--- src/core/eeprom_front_pkg.sv ---
package eeprom_front_pkg;
    localparam int MCLK_PERIOD_NS = 4;
    localparam int INPUT_GLITCH_FILTER_WIDTH_NS = 100;
    localparam int POWERUP_READY_DELAY_MS = 1;
    localparam int INTERNAL_PROGRAM_TIME_MS = 5;
    localparam int FILTER_CYCLES =
        INPUT_GLITCH_FILTER_WIDTH_NS / MCLK_PERIOD_NS;
    localparam int POWERUP_CYCLES =
        POWERUP_READY_DELAY_MS * 1_000_000 / MCLK_PERIOD_NS;
    localparam int PROGRAM_CYCLES =
        INTERNAL_PROGRAM_TIME_MS * 1_000_000 / MCLK_PERIOD_NS;
    localparam int TIMER_W = 21;
    localparam int FILT_W = 8;
    // arbitrary device-type code
    localparam logic [3:0] DEVICE_TYPE_DEF = 4'h5;
    localparam int ADDR_TYPE_MSB = 7;
    localparam int ADDR_TYPE_LSB = 4;
    localparam int ADDR_SEL_MSB = 3;
    localparam int ADDR_RW_BIT = 0;
    localparam int LINE_SCL = 0;
    localparam int LINE_SDA = 1;
    localparam logic [3:0] BYTE_BITS = 4'h8;
    localparam logic [3:0] LAST_TX_BIT = 4'h7;
    localparam logic [7:0] BYTE_RST = 8'h00;
    localparam logic [1:0] LINE_RST = 2'h3;

    typedef enum logic [2:0] {
        S_IDLE, S_RECV, S_ACK, S_SEND, S_RACK, S_IGNORE
    } proto_state_t;

    typedef struct packed {
        logic spare;
        logic array_address_bit_high;
        logic array_address_bit_low;
        logic read;
    } select_t;

    typedef struct packed {
        logic word_addr;
        logic [7:0] data;
    } rx_word_t;
endpackage

--- src/core/eeprom_front.sv ---
module eeprom_front
    import eeprom_front_pkg::*;
#(
    parameter logic [3:0] DEVICE_TYPE = DEVICE_TYPE_DEF,
    parameter logic [TIMER_W-1:0] POWERUP_LIMIT = TIMER_W'(POWERUP_CYCLES),
    parameter logic [TIMER_W-1:0] PROGRAM_LIMIT = TIMER_W'(PROGRAM_CYCLES),
    parameter logic [FILT_W-1:0] FILTER_LIMIT = FILT_W'(FILTER_CYCLES)
) (
    input wire logic i_mclk,
    input wire logic i_reset,
    input wire logic i_scl,
    input wire logic i_sda,
    input wire logic i_wp,
    input wire logic i_rx_ready,
    input wire logic [7:0] i_rd_data,
    output logic o_sda_o,
    output logic o_sda_oe_n,
    output logic o_wp_pd_oe_n,
    output logic o_ready,
    output logic o_busy,
    output logic o_wr_reject,
    output select_t o_sel,
    output logic o_rx_valid,
    output rx_word_t o_rx_word,
    output logic o_rd_req
);
    logic [1:0] sync1_ff, sync2_ff, filt_ff, filt_d_ff;
    logic [FILT_W-1:0] fcnt_ff [2];
    logic wp1_ff, wp2_ff, wp_lat_ff, nxt_wp;
    logic ready_ff, busy_ff;
    logic [TIMER_W-1:0] up_cnt_ff, prog_cnt_ff;
    proto_state_t st_ff, nxt_st;
    logic [3:0] bit_ff, nxt_bit;
    logic [7:0] shift_ff, nxt_shift, tx_ff, nxt_tx;
    logic oe_n_ff, nxt_oe_n, ack_ff, nxt_ack;
    logic addr_ph_ff, nxt_addr_ph, first_ff, nxt_first;
    logic rd_ff, nxt_rd, rej_ff, nxt_rej, wrote_ff, nxt_wrote;
    logic rd_req_ff, sda_o_ff, pd_ff;
    select_t sel_ff, nxt_sel;
    rx_word_t head_ff, tail_ff, nxt_head, nxt_tail;
    logic head_v_ff, tail_v_ff, nxt_head_v, nxt_tail_v;

    wire scl = filt_ff[LINE_SCL];
    wire sda = filt_ff[LINE_SDA];
    wire scl_rise = scl & ~filt_d_ff[LINE_SCL];
    wire scl_fall = ~scl & filt_d_ff[LINE_SCL];
    wire scl_hold = scl & filt_d_ff[LINE_SCL];
    wire start_ev = ready_ff & scl_hold & ~sda & filt_d_ff[LINE_SDA];
    wire stop_ev = scl_hold & sda & ~filt_d_ff[LINE_SDA];
    wire byte_end = st_ff == S_RECV && scl_fall && bit_ff == BYTE_BITS;
    wire buf_ready = ~tail_v_ff;
    wire type_match = shift_ff[ADDR_TYPE_MSB:ADDR_TYPE_LSB] == DEVICE_TYPE;
    wire addr_ok = type_match & ~busy_ff;
    wire data_ok = first_ff ? buf_ready
                            : buf_ready & ~wp_lat_ff & ~rej_ff;
    wire byte_ack = addr_ph_ff ? addr_ok : data_ok;
    wire push = byte_end & ~addr_ph_ff & data_ok;
    wire pop = head_v_ff & i_rx_ready;
    wire load_tx = scl_fall & ((st_ff == S_ACK & ack_ff & rd_ff)
                               | st_ff == S_RACK);
    // program on STOP after accepted data
    wire prog_go = stop_ev & wrote_ff & ~rej_ff & ~busy_ff;
    wire prog_end = busy_ff & prog_cnt_ff == PROGRAM_LIMIT - 1'b1;

    always_ff @(posedge i_mclk or posedge i_reset) begin
        if (i_reset) begin
            sync1_ff <= LINE_RST;
            sync2_ff <= LINE_RST;
        end else begin
            sync1_ff <= {i_sda, i_scl};
            sync2_ff <= sync1_ff;
        end
    end

    always_ff @(posedge i_mclk or posedge i_reset) begin
        if (i_reset) begin
            filt_ff <= LINE_RST;
            filt_d_ff <= LINE_RST;
            fcnt_ff[0] <= '0;
            fcnt_ff[1] <= '0;
        end else begin
            filt_d_ff <= filt_ff;
            for (int i = 0; i < 2; i++) begin
                if (sync2_ff[i] == filt_ff[i]) begin
                    fcnt_ff[i] <= '0;
                end else if (fcnt_ff[i] == FILTER_LIMIT) begin
                    filt_ff[i] <= sync2_ff[i];
                    fcnt_ff[i] <= '0;
                end else begin
                    fcnt_ff[i] <= fcnt_ff[i] + 8'h01;
                end
            end
        end
    end

    always_ff @(posedge i_mclk or posedge i_reset) begin
        if (i_reset) begin
            up_cnt_ff <= '0;
            ready_ff <= 1'b0;
        end else if (!ready_ff) begin
            up_cnt_ff <= up_cnt_ff + 21'h00_0001;
            ready_ff <= up_cnt_ff == POWERUP_LIMIT - 1'b1;
        end
    end

    always_ff @(posedge i_mclk or posedge i_reset) begin
        if (i_reset) begin
            busy_ff <= 1'b0;
            prog_cnt_ff <= '0;
        end else begin
            busy_ff <= prog_go | (busy_ff & ~prog_end);
            prog_cnt_ff <= busy_ff ? prog_cnt_ff + 21'h00_0001 : '0;
        end
    end

    always_comb begin
        nxt_st = st_ff;
        nxt_bit = bit_ff;
        nxt_shift = shift_ff;
        nxt_tx = tx_ff;
        nxt_oe_n = oe_n_ff;
        nxt_ack = ack_ff;
        nxt_addr_ph = addr_ph_ff;
        nxt_first = first_ff;
        nxt_rd = rd_ff;
        nxt_wp = wp_lat_ff;
        nxt_rej = rej_ff;
        nxt_wrote = wrote_ff;
        nxt_sel = sel_ff;
        if (stop_ev) begin
            nxt_st = S_IDLE;
            nxt_oe_n = 1'b1;
            nxt_wrote = 1'b0;
        // only a START wakes the device
        end else if (start_ev) begin
            nxt_st = S_RECV;
            nxt_bit = '0;
            nxt_oe_n = 1'b1;
            nxt_addr_ph = 1'b1;
        end else begin
            unique case (st_ff)
                S_IDLE, S_IGNORE: begin
                end
                S_RECV: begin
                    // shift in on rise, MSB first
                    if (scl_rise) begin
                        nxt_shift = {shift_ff[6:0], sda};
                        nxt_bit = bit_ff + 4'h1;
                    // ack driven through the ninth clock
                    end else if (byte_end) begin
                        nxt_st = S_ACK;
                        nxt_ack = byte_ack;
                        nxt_oe_n = ~byte_ack;
                        if (addr_ph_ff) begin
                            nxt_sel = shift_ff[ADDR_SEL_MSB:ADDR_RW_BIT];
                            nxt_rd = shift_ff[ADDR_RW_BIT];
                            nxt_first = ~shift_ff[ADDR_RW_BIT];
                            nxt_rej = 1'b0;
                        end else if (!first_ff) begin
                            nxt_wrote = wrote_ff | data_ok;
                            nxt_rej = rej_ff | wp_lat_ff;
                        end
                    end
                end
                S_ACK: begin
                    if (scl_fall) begin
                        nxt_addr_ph = 1'b0;
                        nxt_bit = '0;
                        if (!ack_ff) begin
                            nxt_st = S_IGNORE;
                            nxt_oe_n = 1'b1;
                        end else if (rd_ff) begin
                            nxt_st = S_SEND;
                            nxt_tx = i_rd_data;
                            nxt_oe_n = i_rd_data[7];
                        end else begin
                            nxt_st = S_RECV;
                            nxt_oe_n = 1'b1;
                            nxt_wp = wp2_ff;
                            nxt_first = first_ff & addr_ph_ff;
                        end
                    end
                end
                S_SEND: begin
                    // drive low or release on fall
                    if (scl_fall) begin
                        nxt_bit = bit_ff + 4'h1;
                        nxt_tx = {tx_ff[6:0], 1'b0};
                        nxt_oe_n = bit_ff == LAST_TX_BIT | tx_ff[6];
                        if (bit_ff == LAST_TX_BIT) begin
                            nxt_st = S_RACK;
                        end
                    end
                end
                S_RACK: begin
                    if (scl_rise && sda) begin
                        nxt_st = S_IGNORE;
                    end else if (scl_fall) begin
                        nxt_st = S_SEND;
                        nxt_bit = '0;
                        nxt_tx = i_rd_data;
                        nxt_oe_n = i_rd_data[7];
                    end
                end
                default: begin
                    nxt_st = S_IDLE;
                    nxt_oe_n = 1'b1;
                end
            endcase
        end
    end

    always_ff @(posedge i_mclk or posedge i_reset) begin
        if (i_reset) begin
            st_ff <= S_IDLE;
            bit_ff <= '0;
            shift_ff <= BYTE_RST;
            tx_ff <= BYTE_RST;
            oe_n_ff <= 1'b1;
            ack_ff <= 1'b0;
            addr_ph_ff <= 1'b0;
            first_ff <= 1'b0;
            rd_ff <= 1'b0;
            wp_lat_ff <= 1'b0;
            rej_ff <= 1'b0;
            wrote_ff <= 1'b0;
            sel_ff <= '0;
        end else begin
            st_ff <= nxt_st;
            bit_ff <= nxt_bit;
            shift_ff <= nxt_shift;
            tx_ff <= nxt_tx;
            oe_n_ff <= nxt_oe_n;
            ack_ff <= nxt_ack;
            addr_ph_ff <= nxt_addr_ph;
            first_ff <= nxt_first;
            rd_ff <= nxt_rd;
            wp_lat_ff <= nxt_wp;
            rej_ff <= nxt_rej;
            wrote_ff <= nxt_wrote;
            sel_ff <= nxt_sel;
        end
    end

    // two-entry receive buffer, full means nack
    always_comb begin
        nxt_head = head_ff;
        nxt_head_v = head_v_ff;
        nxt_tail = tail_ff;
        nxt_tail_v = tail_v_ff;
        if (pop) begin
            nxt_head = tail_ff;
            nxt_head_v = tail_v_ff;
            nxt_tail_v = 1'b0;
        end
        if (push) begin
            if (!nxt_head_v) begin
                nxt_head = {first_ff, shift_ff};
                nxt_head_v = 1'b1;
            end else begin
                nxt_tail = {first_ff, shift_ff};
                nxt_tail_v = 1'b1;
            end
        end
    end

    // pull-down always enabled on inhibit pin
    always_ff @(posedge i_mclk or posedge i_reset) begin
        if (i_reset) begin
            head_ff <= '0;
            tail_ff <= '0;
            head_v_ff <= 1'b0;
            tail_v_ff <= 1'b0;
            wp1_ff <= 1'b0;
            wp2_ff <= 1'b0;
            rd_req_ff <= 1'b0;
            sda_o_ff <= 1'b0;
            pd_ff <= 1'b0;
        end else begin
            head_ff <= nxt_head;
            tail_ff <= nxt_tail;
            head_v_ff <= nxt_head_v;
            tail_v_ff <= nxt_tail_v;
            wp1_ff <= i_wp;
            wp2_ff <= wp1_ff;
            rd_req_ff <= load_tx & ~stop_ev & ~start_ev;
            sda_o_ff <= 1'b0;
            pd_ff <= 1'b0;
        end
    end

    assign o_sda_o = sda_o_ff;
    assign o_sda_oe_n = oe_n_ff;
    assign o_wp_pd_oe_n = pd_ff;
    assign o_ready = ready_ff;
    assign o_busy = busy_ff;
    assign o_wr_reject = rej_ff;
    assign o_sel = sel_ff;
    assign o_rx_valid = head_v_ff;
    assign o_rx_word = head_ff;
    assign o_rd_req = rd_req_ff;
endmodule

--- config.mk ---
export PLATFORM = sky130hd
export DESIGN_NAME = eeprom_front
export DESIGN_NICKNAME = d
export VERILOG_FILES = /design/src/core/eeprom_front_pkg.sv /design/src/core/eeprom_front.sv
export SDC_FILE = /design/constraint.sdc
export NUM_CORES = 1
export LEC_CHECK = 0
export BUFFER_PORTS_ARGS = -buffer_cell sky130_fd_sc_hd__buf_2
export CAP_MARGIN = 25
export CORE_ASPECT_RATIO = 1.4
export CORE_MARGIN = 2
export CORE_UTILIZATION = 55
export DETAILED_ROUTE_END_ITERATION = 8
export HOLD_SLACK_MARGIN = 0.1
export PLACE_DENSITY = 0.77
export SLEW_MARGIN = 20
export SYNTH_ARGS = -nofsm -noshare
export SYNTH_HDL_FRONTEND = slang
export SYNTH_SLANG_ARGS = --single-unit
--- constraint.sdc ---
create_clock -name i_mclk -period 5.7 [get_ports i_mclk]
set_input_delay 1.425 -clock i_mclk [delete_from_list [all_inputs] [get_ports i_mclk]]
set_output_delay 1.425 -clock i_mclk [all_outputs]
set_load 0.05 [all_outputs]
After elaboration in Yosys (flattened, before gate mapping) --
Cells that the tools add are included.
Storage, ports and cells: output and inout port bits 21, word-level logic and storage cells 227, latch bits 0, bits in read-only memories 0, flip-flop bits (word level) 124, input port bits 14, bits in writable memories 0, memories 0
Cells by class: multiply operators 0, add/sub/neg operators 5, magnitude comparators 0, muxes and demuxes 71, divide/modulo/power cells 0, shift operators 0, equality and inequality tests 41, bitwise logic cells 48, reduce and logical (&&, ||, !) cells 27
Operators with widths (number):
- $add A21 B1 Y21 const B | 2
- $mux W7 | 6
- $mux W1 | 36
- $mux W8 | 4
- $mux W3 | 10
- $ne A4 B4 Y1 const B | 7
- $mux W9 | 3
- $and A1 B1 Y1 | 25
- $reduce_and A6 Y1 | 4
- $ne A2 B2 Y1 const B | 11
- $eq A21 B18 Y1 const B | 1
- $eq A21 B21 Y1 const B | 1
- $mux W21 | 1
- $pmux W7 S3 | 1
- $mux W4 | 5
- $not A1 Y1 | 18
- $reduce_and A9 Y1 | 2
- $add A8 B1 Y8 const B | 2
- $eq A8 B5 Y1 const B | 2
- $pmux W4 S4 | 1
- $pmux W3 S5 | 1
- $reduce_and A7 Y1 | 2
- $ne A3 B3 Y1 const B | 4
- $reduce_and A5 Y1 | 2
- other kinds (22) | 41

Depth between registers and ports, before layout --
Gate-level depths: netlist of run 1.
word-level depth 12, mapped depth 8, depth with buffers taken out 7

Least setup slack after synthesis of run 1 --
No wires, ideal clock.
path type in2reg, start point input port i_rx_ready, end point register head_ff (netlist bit o_rx_word[7]), required time 5.574 ns, setup slack 3.128 ns, stages 6, path buffers 1, setup time 0.126 ns, arrival 2.446 ns, cells stage by stage inv_1 o21ai_1 nand4_2 buf_2 nor2_1 a21oi_1
RTL lines:
- start: declaration | line eeprom_front.sv:14 | input wire logic i_rx_ready,
- end signal: assignment | line eeprom_front.sv:280 | head_ff <= nxt_head;
- end: declaration | line eeprom_front.sv:40 | rx_word_t head_ff, tail_ff, nxt_head, nxt_tail;

Worst setup path after layout of run 1 --
start point register busy_ff (netlist: o_busy), end point output port o_busy
RTL lines:
- start: declaration | line eeprom_front.sv:30 | logic ready_ff, busy_ff;
- start signal: assignment | line eeprom_front.sv:111 | busy_ff <= prog_go | (busy_ff & ~prog_end);
- end: declaration | line eeprom_front.sv:20 | output logic o_busy,
No word-level cell between the ends.

==> reports/metrics.yaml, run 1 <==
drive_above_1_share_pct: 20.41
synth_area_leaders: "dfrtp_1 49%, mux2_2 4.6%, dfstp_2 4.0%"
final_hold_viol_count: 0
htreeDepth: 4
layout_common_cells: "115 x dfrtp_1, 48 x nor2_1, 41 x nand2_1"
dr.max_layer_used: "met4"
peakVddDrop_v: 0.0002492
die_h_microns: 126.6
max_freq_mhz: 329.3
cp_num_buf_inv: 1
grt_pass1_wl_microns: 20340
synth_top_area_cell: "dfrtp_1"
n_fill_cell: 784
critPathSlowestCell: "dfrtp_1"
cts_setup_buffers: 0
setup-violations-final: 0
cts_tree: "yes"
finish.utilization_pct: 65.43
finalSetupTns_ns: 0
drc: 0
path_class: "flop to output port"
status: "finished, final reports clean"
cts_buffer_depth: 2
placed_cell_area_sq_mm: 0.006181
power.density_mw_per_mm2: 302.1
postSynthCellCount: 531
grt_overflow_total: 0
grt_pass1_vias: 4228
m1WireLength_microns: 4787
dr_total_vias: 4101
power.leakage_nw: 3.325
dpl.hpwl_microns: 7919
worstPathArrival_ns: 1.61
hold_class: "flop to flop"
required_ns: 4.28
period_share_pct: 53.27
die_area_sq_mm: 0.01160
io_buffers: 32
fin_nets: 592
drt_iter0_markers: 185
wl_per_cell_microns: 16.48
drt-total-wl_microns: 11880
drv_cap: 0
drv_slew: 0
grt_antenna_before_repair: 0
ys_types: 71
track_usage_pct: 22.39
synth_edf_count: 0
cts_buffers: 17
cp_top_family: "flip-flops"
first_pass_iters: 4
finClkSkew_ns: 0.01137
cts_root_buf: "clkbuf_16"
avgSynthCellArea_sq_um: 11.13
place_congestion: 0.9229
netlist_area_sq_mm: 0.005908
worstPathMaxFanout: 29
setup.worst_path.start_class: "flop"
synth_flop_cell: "dfrtp_1"
ys_seq_area_share_pct: 52.71
vias_per_cell: 5.688
path_cells: "buf_2"
n_antenna_cell: 0
synth_top_area_share_pct: 48.71
ios: 35
period_needed_ns: 3.037
ys_ff_latch: 124
dp_slack_ns: 2.777
cts_hold_buf: 0
ctsResizeCount: 0
rows: 44
core_area_sq_mm: 0.01041
start_util_pct: 56.78
clock-sinks: 124
slew_headroom_pct: 51.37
rsz0062_at_grt: "no"
design_area_sq_mm: 0.006808
postSynth.asyncResetShare_pct: 100.0
critPathCaptureType: "output port"
dr_wl_met3_microns: 477
clkTransAtPathRegs_ns: 0.06
worst_slew_pin_slew_ns: 0.7294
final_common_cell: "dfrtp_1"
total_power_mw: 2.056
ys_warn_count: 0
grt_start_max_net_pins: 52
ant_nets: 0
die_width_microns: 91.60
max_stage_delay_ns: 0.81
met2_length_microns: 6211
syn_to_final_growth_pct: 15.23
clk-insertion-delay-late_ns: 0.42
post-route-worst-setup-slack_ns: 2.663
==> power breakdown <==
group	internal [mW]	leakage (nW)	switching (mW)
Combinational	0.0112	1.39	0.0277
Clock	0.725	0.295	0.400
Sequential	0.888	1.64	0.00457
==> flip-flops by register name, indices dropped and copies added, names as in the netlist, 2 cells and up <==
name and flops:
bit_ff 4, fcnt_ff 16, filt_d_ff 2, filt_ff 2, o_rx_word 9, o_sel 4
prog_cnt_ff 21, shift_ff 8, st_ff 3, sync1_ff 2, sync2_ff 2, tail_ff 9
tx_ff 7, up_cnt_ff 21
==> per-stage QoR <==
stage / hold WS, ns / std cells
finish: 0.3560 / 721
global route: 0.3655 / 721
CTS: 0.3519 / 721
detailed placement: 0.3393 / 689
global placement: 0.3410 / 688
floorplan: 0.3312 / 532
==> cells by family (layout without fill, tap and decap cells) <==
group / after synthesis / in the layout / synth area share [%]
buffers and inverters: 28 / 79 / 2.541
other: 1 / 2 / 0.06347
multiplexers: 44 / 44 / 7.984
flip-flops: 124 / 124 / 52.71
XOR/XNOR: 49 / 49 / 7.264
AND/OR/NAND/NOR: 212 / 212 / 20.18
AO/OA/AOI/OAI: 65 / 65 / 7.561
adder cells (fa/ha/maj): 8 / 8 / 1.694
==> worst paths after layout <==
kind | start | end | slack, ns | cells past startpoint
worst min-delay path | wp1_ff | wp2_ff | 0.36 | 0
worst min register to register | wp1_ff | wp2_ff | 0.36 | 0
worst max register to register | st_ff[1] | st_ff[2] | 3.56 | 5
worst max-delay path | o_busy | o_busy | 2.66 | 1
min in group asynchronous | i_reset | fcnt_ff[1] | 1.06 | 2
max in group asynchronous | i_reset | filt_d_ff[1] | 3.49 | 4
==> synth_stat cells (all sizes together), types with 2 or more instances <==
library cell and n:
a211o 2, a21boi 2, a21oi 17, a31oi 2, a41o 2, and2 15
and2b 3, and3 11, and3b 2, and4 4, buf 12, clkbuf 3
dfrtp 115, dfstp 9, ha 8, inv 13, mux2 25, mux2i 19
nand2 42, nand2b 11, nand3 25, nand3b 2, nand4 8, nand4b 5
nand4bb 2, nor2 49, nor2b 6, nor3 8, nor3b 3, nor4 8
nor4b 2, o211ai 2, o21ai 19, o21ba 2, o31a 2, o31ai 3
or2b 2, or3 2, xnor2 26, xor2 23
==> metal layers <==
metal / vias up / track usage (%)
met5: - / 0
met4: 0 / 11.59
met3: 33 / 6.057
met2: 90 / 38.67
met1: 2035 / 25.25
li1: 1943 / -
==> cell type report <==
type                       count  area [sq um]  share of cell area, %
sequential                   124          3114                  45.75
multi-input combinational    380          2648                  38.89
clock buffer                  20         466.7                  6.855
timing repair buffer          34         195.2                  2.867
tap                          138         172.7                  2.536
clock inverter                12         160.2                  2.353
inverter                      13         51.30                 0.7535
Note: power is estimated with default switching activity, not from simulation.
==> inputs of run 2 (changes only) <==
- PLACE_DENSITY: 0.77 -> 0.8
- clock period: 5.7 -> 2.7 ns (I/O delays scaled with it)
==> run 2 against run 1 <==
  * Cell count up 0.42%
  * Largest power group unchanged
  * Die area unchanged
  * Register-to-register slack worse by 2.9 ns
  * Clock power up 110%
  * Sequential power up 110%
  * Critical endpoint is now tail_ff[6]
  * Design area up 0.28%
  * Clock skew down 0.0026 ns
  * Largest cell class unchanged
  * Critical path type is now flop to flop
  * Via count down 1.5%
==> reports/metrics.yaml, run 2 (synthesized netlist as in run 1, its figures left out) <==
status: "finished, final reports clean"
cts_buffers: 17
first_pass_iters: 4
timing.hold.ws_ns: 0.3538
period_share_pct: 77.40
start_util_pct: 56.78
multiInputGateArea_sq_mm: 0.002648
worstPathArrival_ns: 2.38
core_area_sq_mm: 0.01041
io_buffers: 32
setup.worst_path.start_class: "flop"
ctsResizeCount: 0
place_congestion: 0.8610
finish.utilization_pct: 65.61
grt_antenna_before_repair: 0
required_ns: 2.99
final_hold_viol_count: 0
grt_pass1_vias: 4289
power.density_mw_per_mm2: 630.4
slew_headroom_pct: 50.24
max_freq_mhz: 478.5
clock-sinks: 124
n_antenna_cell: 0
power.internal_mw: 3.409
track_usage_pct: 21.97
grt_overflow_total: 0
layout_common_cells: "115 x dfrtp_1, 48 x nor2_1, 41 x nand2_1"
die_area_sq_mm: 0.01160
combinationalPowerShare_pct: 1.9
cts_hold_buf: 0
fin_cells: 724
drc: 0
cts_setup_buffers: 0
reg_top3: "prog_cnt_ff x21, up_cnt_ff x21, fcnt_ff x16"
grt_start_max_net_pins: 55
drv_cap: 0
n_fill_cell: 779
total_power_mw: 4.303
grt_pass1_wl_microns: 20180
wl_per_cell_microns: 15.82
drive_above_1_share_pct: 20.65
vias_per_cell: 5.577
period_needed_ns: 2.090
die_h_microns: 126.6
drt-total-wl_microns: 11460
peakVddDrop_v: 0.0005063
die_width_microns: 91.60
cts_buffer_depth: 2
clk-insertion-delay-late_ns: 0.41
finalSetupTns_ns: 0
swShare_pct: 20.78
regArea_sq_mm: 0.003114
placedCellCount: 692
htreeDepth: 4
clkTransAtPathRegs_ns: 0.06
dr_total_vias: 4038
critPathCaptureType: "flop"
dpl.hpwl_microns: 7819
finClkSkew_ns: 0.008749
rows: 44
fin_nets: 595
cts_tree: "yes"
worstPathMaxFanout: 10
power.leakage_nw: 3.342
p_sw_uw: 894.2
ant_nets: 0
rsz0062_at_grt: "no"
drv_slew: 0
cts_root_buf: "clkbuf_16"
syn_to_final_growth_pct: 15.54
setup-violations-final: 0
ios: 35
worst_slew_pin_slew_ns: 0.7414
drt_iter0_markers: 320
seqPwrFrac_pct: 43.8
path_class: "flop to flop"
power_frac_clock_pct: 54.3
final_common_cell: "dfrtp_1"
hold_class: "flop to flop"
run 2: path summary, 6_finish.rpt:
check	from	to	slack, ns	depth (start not counted)
worst max-delay path	bit_ff[0]	tail_ff[6]	0.61	7
worst min-delay path	sync1_ff[1]	sync2_ff[1]	0.35	0
worst max register to register	bit_ff[0]	tail_ff[6]	0.61	7
worst min register to register	sync1_ff[1]	sync2_ff[1]	0.35	0
max in group asynchronous	i_reset	shift_ff[4]	1.63	3
min in group asynchronous	i_reset	wp1_ff	0.38	2
run 2: routing by layer:
| metal | vias to the layer above | GRT usage [%] | wire length [microns] |
|---|---|---|---|
| li1 | 1948 | - | - |
| met1 | 1992 | 26.30 | 4782 |
| met2 | 86 | 37.67 | 6076 |
| met3 | 12 | 6.057 | 417 |
| met4 | 0 | 8.378 | 180 |
| met5 | - | 0 | 0 |
run 2: final cells by class:
cell class | instances | share of cell area, %
clock buffer | 20 | 6.690
inverter | 13 | 0.7698
sequential | 124 | 45.62
clock inverter | 12 | 2.346
multi-input combinational | 380 | 38.78
timing repair buffer | 37 | 3.262
tap | 138 | 2.529
run 2: power groups by stage:
stage | registers [mW] | clock network, mW | logic (mW)
final | 1.88 | 2.34 | 0.0835
after floorplan | 1.91 | 0 | 0.0571
after CTS | 1.88 | 2.37 | 0.0870
after global placement | 1.91 | 0 | 0.0835
after detailed placement | 1.92 | 0 | 0.0865
after global routing | 1.88 | 2.47 | 0.0972
run 2: stage by stage:
stage               cell area [sq um]  setup slack [ns]
finish                           6827            0.6101
global route                     6827            0.4693
CTS                              6827            0.5923
detailed placement               6210            0.5483
global placement                 6210            0.6281
floorplan                        5916            0.5071
run 2: worst max-delay path, cell delays in order (launching register included):
cell      delay, ns
dfrtp_1        0.40
inv_1          0.11
ha_1           0.18
nand4b_1       0.15
nor4_4         0.35
nand2_2        0.19
nor2_8         0.22
mux2_2         0.38
==> inputs of run 3 (changes only) <==
- ABC_AREA: unset -> 1
- clock period: 2.7 -> 1.9 ns (I/O delays scaled with it)
==> run 3 against run 2 <==
  * Design area grew 5.4%
  * Total power grew 40%
  * Synthesized cell count grew 34%
  * Sequential power grew 43%
  * Fmax grew 22%
  * Clock power grew 37%
  * Flip-flop and latch count is the same
  * Largest power group unchanged
==> reports/metrics.yaml, run 3 <==
cts_hold_buf: 0
critPathSlowestCell: "dfrtp_1"
clkTransAtPathRegs_ns: 0.06
worstPathArrival_ns: 2.02
synth_flop_cell: "dfrtp_1"
status: "finished, final reports clean"
path_common_cell: "nand2_1"
netlist_area_sq_mm: 0.006133
place_congestion: 0.9907
placedCellCount: 890
power.leakage_nw: 3.316
postSynth.asyncResetShare_pct: 100.0
die_h_microns: 129.0
synth_top_area_share_pct: 46.92
vias_per_cell: 5.427
swShare_pct: 21.57
synth_area_leaders: "dfrtp_1 47%, nand2_1 9.5%, nor2_1 5.2%"
worstPathMaxFanout: 7
grt_pass1_vias: 5088
final_hold_viol_count: 0
ios: 35
synth_top_area_cell: "dfrtp_1"
period_share_pct: 89.96
clk-insertion-delay-late_ns: 0.42
max_freq_mhz: 585.1
drt_iter0_markers: 294
cts_buffers: 17
synth_edf_count: 0
clock-sinks: 124
drive_above_1_share_pct: 17.80
critPathCaptureType: "flop"
peakVddDrop_v: 0.0007352
setup-violations-final: 0
core_area_sq_mm: 0.01087
drv_cap: 0
drc: 0
netlist_top_cells_count: "155 x nand2_1, 115 x dfrtp_1, 85 x nor2_1"
htreeDepth: 4
avgSynthCellArea_sq_um: 8.626
grt_antenna_before_repair: 0
cts_setup_buffers: 0
path_cells: "inv_1 > nand4_1 > nor2_1 > nand2_1 > nor2_4 > nand3_1 > nand2_1 > nand2_1"
fin_cells: 922
ys_warn_count: 0
ys_ff_latch: 124
power.density_mw_per_mm2: 837.2
power_frac_clock_pct: 53.2
first_pass_iters: 4
syn_to_final_growth_pct: 17.26
drt-total-wl_microns: 12810
fin_nets: 790
required_ns: 2.21
grt_overflow_total: 0
cts_tree: "yes"
ant_nets: 0
dpl.hpwl_microns: 9210
grt_start_max_net_pins: 23
slew_headroom_pct: 55.12
drv_slew: 0
max_stage_delay_ns: 0.42
ys_types: 40
wl_per_cell_microns: 13.89
path_class: "flop to flop"
layout_common_cells: "155 x nand2_1, 114 x dfrtp_1, 84 x nor2_1"
n_antenna_cell: 0
reg_top3: "prog_cnt_ff x21, up_cnt_ff x21, fcnt_ff x16"
track_usage_pct: 23.49
cts_buffer_depth: 2
setup.worst_path.start_class: "flop"
worst_slew_pin_slew_ns: 0.6717
start_util_pct: 56.44
hold_class: "input port to asynchronous set/reset pin"
total_power_mw: 6.021
dr_total_vias: 5004
die_width_microns: 93.25
rsz0062_at_grt: "no"
finClkSkew_ns: 0.004767
ys_seq_area_share_pct: 50.78
final_common_cell: "nand2_1"
io_buffers: 32
synthMostInstantiatedCell: "nand2_1"
p_sw_mw: 1.299
cts_root_buf: "clkbuf_16"
postSynthCellCount: 711
die_area_sq_mm: 0.01202
grt_pass1_wl_microns: 22320
power.internal_mw: 4.723
rows: 45
combinationalPowerShare_pct: 2.3
seqPwrFrac_pct: 44.5
period_needed_ns: 1.709
-- run 3: cell types whose count changed in the layout (fill, tap and decap cells not counted), sizes merged, moves of 16 or more --
cell   delta
inv      +70
mux2     -16
nand2   +119
nand3    +28
nor2     +44
nor3     +17
o21ai    +38
xnor2    -16
-- run 3: repair_timing --
item | in CTS | in global routing
gates resized for setup | 0 | 2
hold endpoints to repair | 0 | 0
endpoints found under the setup margin | 0 | 15
-- run 3: kinds of logic after synthesis --
group	Yosys count	share of synthesized area [%]
xor+xnor	27	3.855
fa+ha+maj	8	1.632
simple gates	362	26.83
buf+inv	94	6.242
compound gates	79	7.813
flops	124	50.78
mux	16	2.795
other cells	1	0.06114
-- run 3: final cells by class --
type / instances / area, sq um
Fill cell: 850 / 3675
Sequential cell: 124 / 3115
Multi-Input combinational cell: 494 / 2643
Clock buffer: 20 / 456.7
Timing Repair Buffer: 46 / 340.3
Inverter: 85 / 322.8
Tap cell: 141 / 176.4
Clock inverter: 12 / 137.6
-- run 3: power groups by stage --
| stage | logic [mW] | registers (mW) | clock network [mW] |
|---|---|---|---|
| final | 0.140 | 2.68 | 3.20 |
| after global routing | 0.164 | 2.68 | 3.35 |
| after CTS | 0.146 | 2.68 | 3.26 |
| after detailed placement | 0.145 | 2.72 | 0 |
| after global placement | 0.141 | 2.72 | 0 |
| after floorplan | 0.0807 | 2.72 | 0 |
-- run 3: path summary, 6_finish.rpt --
check | start | end | slack (ns) | cells past startpoint
worst max register to register | o_ready | up_cnt_ff[19] | 0.19 | 8
max in group asynchronous | i_reset | sync2_ff[1] | 1.14 | 3
worst min register to register | sync1_ff[1] | sync2_ff[1] | 0.36 | 0
worst max-delay path | o_ready | up_cnt_ff[19] | 0.19 | 8
worst min-delay path | i_reset | tail_ff[1] | 0.15 | 2
min in group i_mclk | i_scl | sync1_ff[0] | 0.15 | 1
-- run 3: critical path, delay by kind of cell, from the launching register on --
family	cells	cell delay (ns)
and+or+nand+nor	7	1.02
DFF	1	0.42
buffers and inverters	1	0.15
-- run 3: per-layer routing --
metal | up-vias | GRT usage [%] | part of all wire [%]
li1 | 2426 | - | -
met1 | 2416 | 26.76 | 40
met2 | 123 | 41.05 | 53
met3 | 39 | 5.269 | 4.1
met4 | 0 | 12.20 | 3.0
met5 | - | 0 | 0
-- run 3: metrics by stage --
stage               utilization [%]  setup TNS, ns  area, sq um  worst slack [ns]  hold WS, ns
detailed placement            60.68              0         6594            0.1972       0.3471
CTS                           66.15              0         7188            0.1859       0.1419
global placement              60.68              0         6594            0.2717       0.3351
global route                  66.18              0         7192         0.0004980       0.1422
finish                        66.18              0         7192            0.1908       0.1483
floorplan                         -         -10.69         6141          -0.09295       0.3312
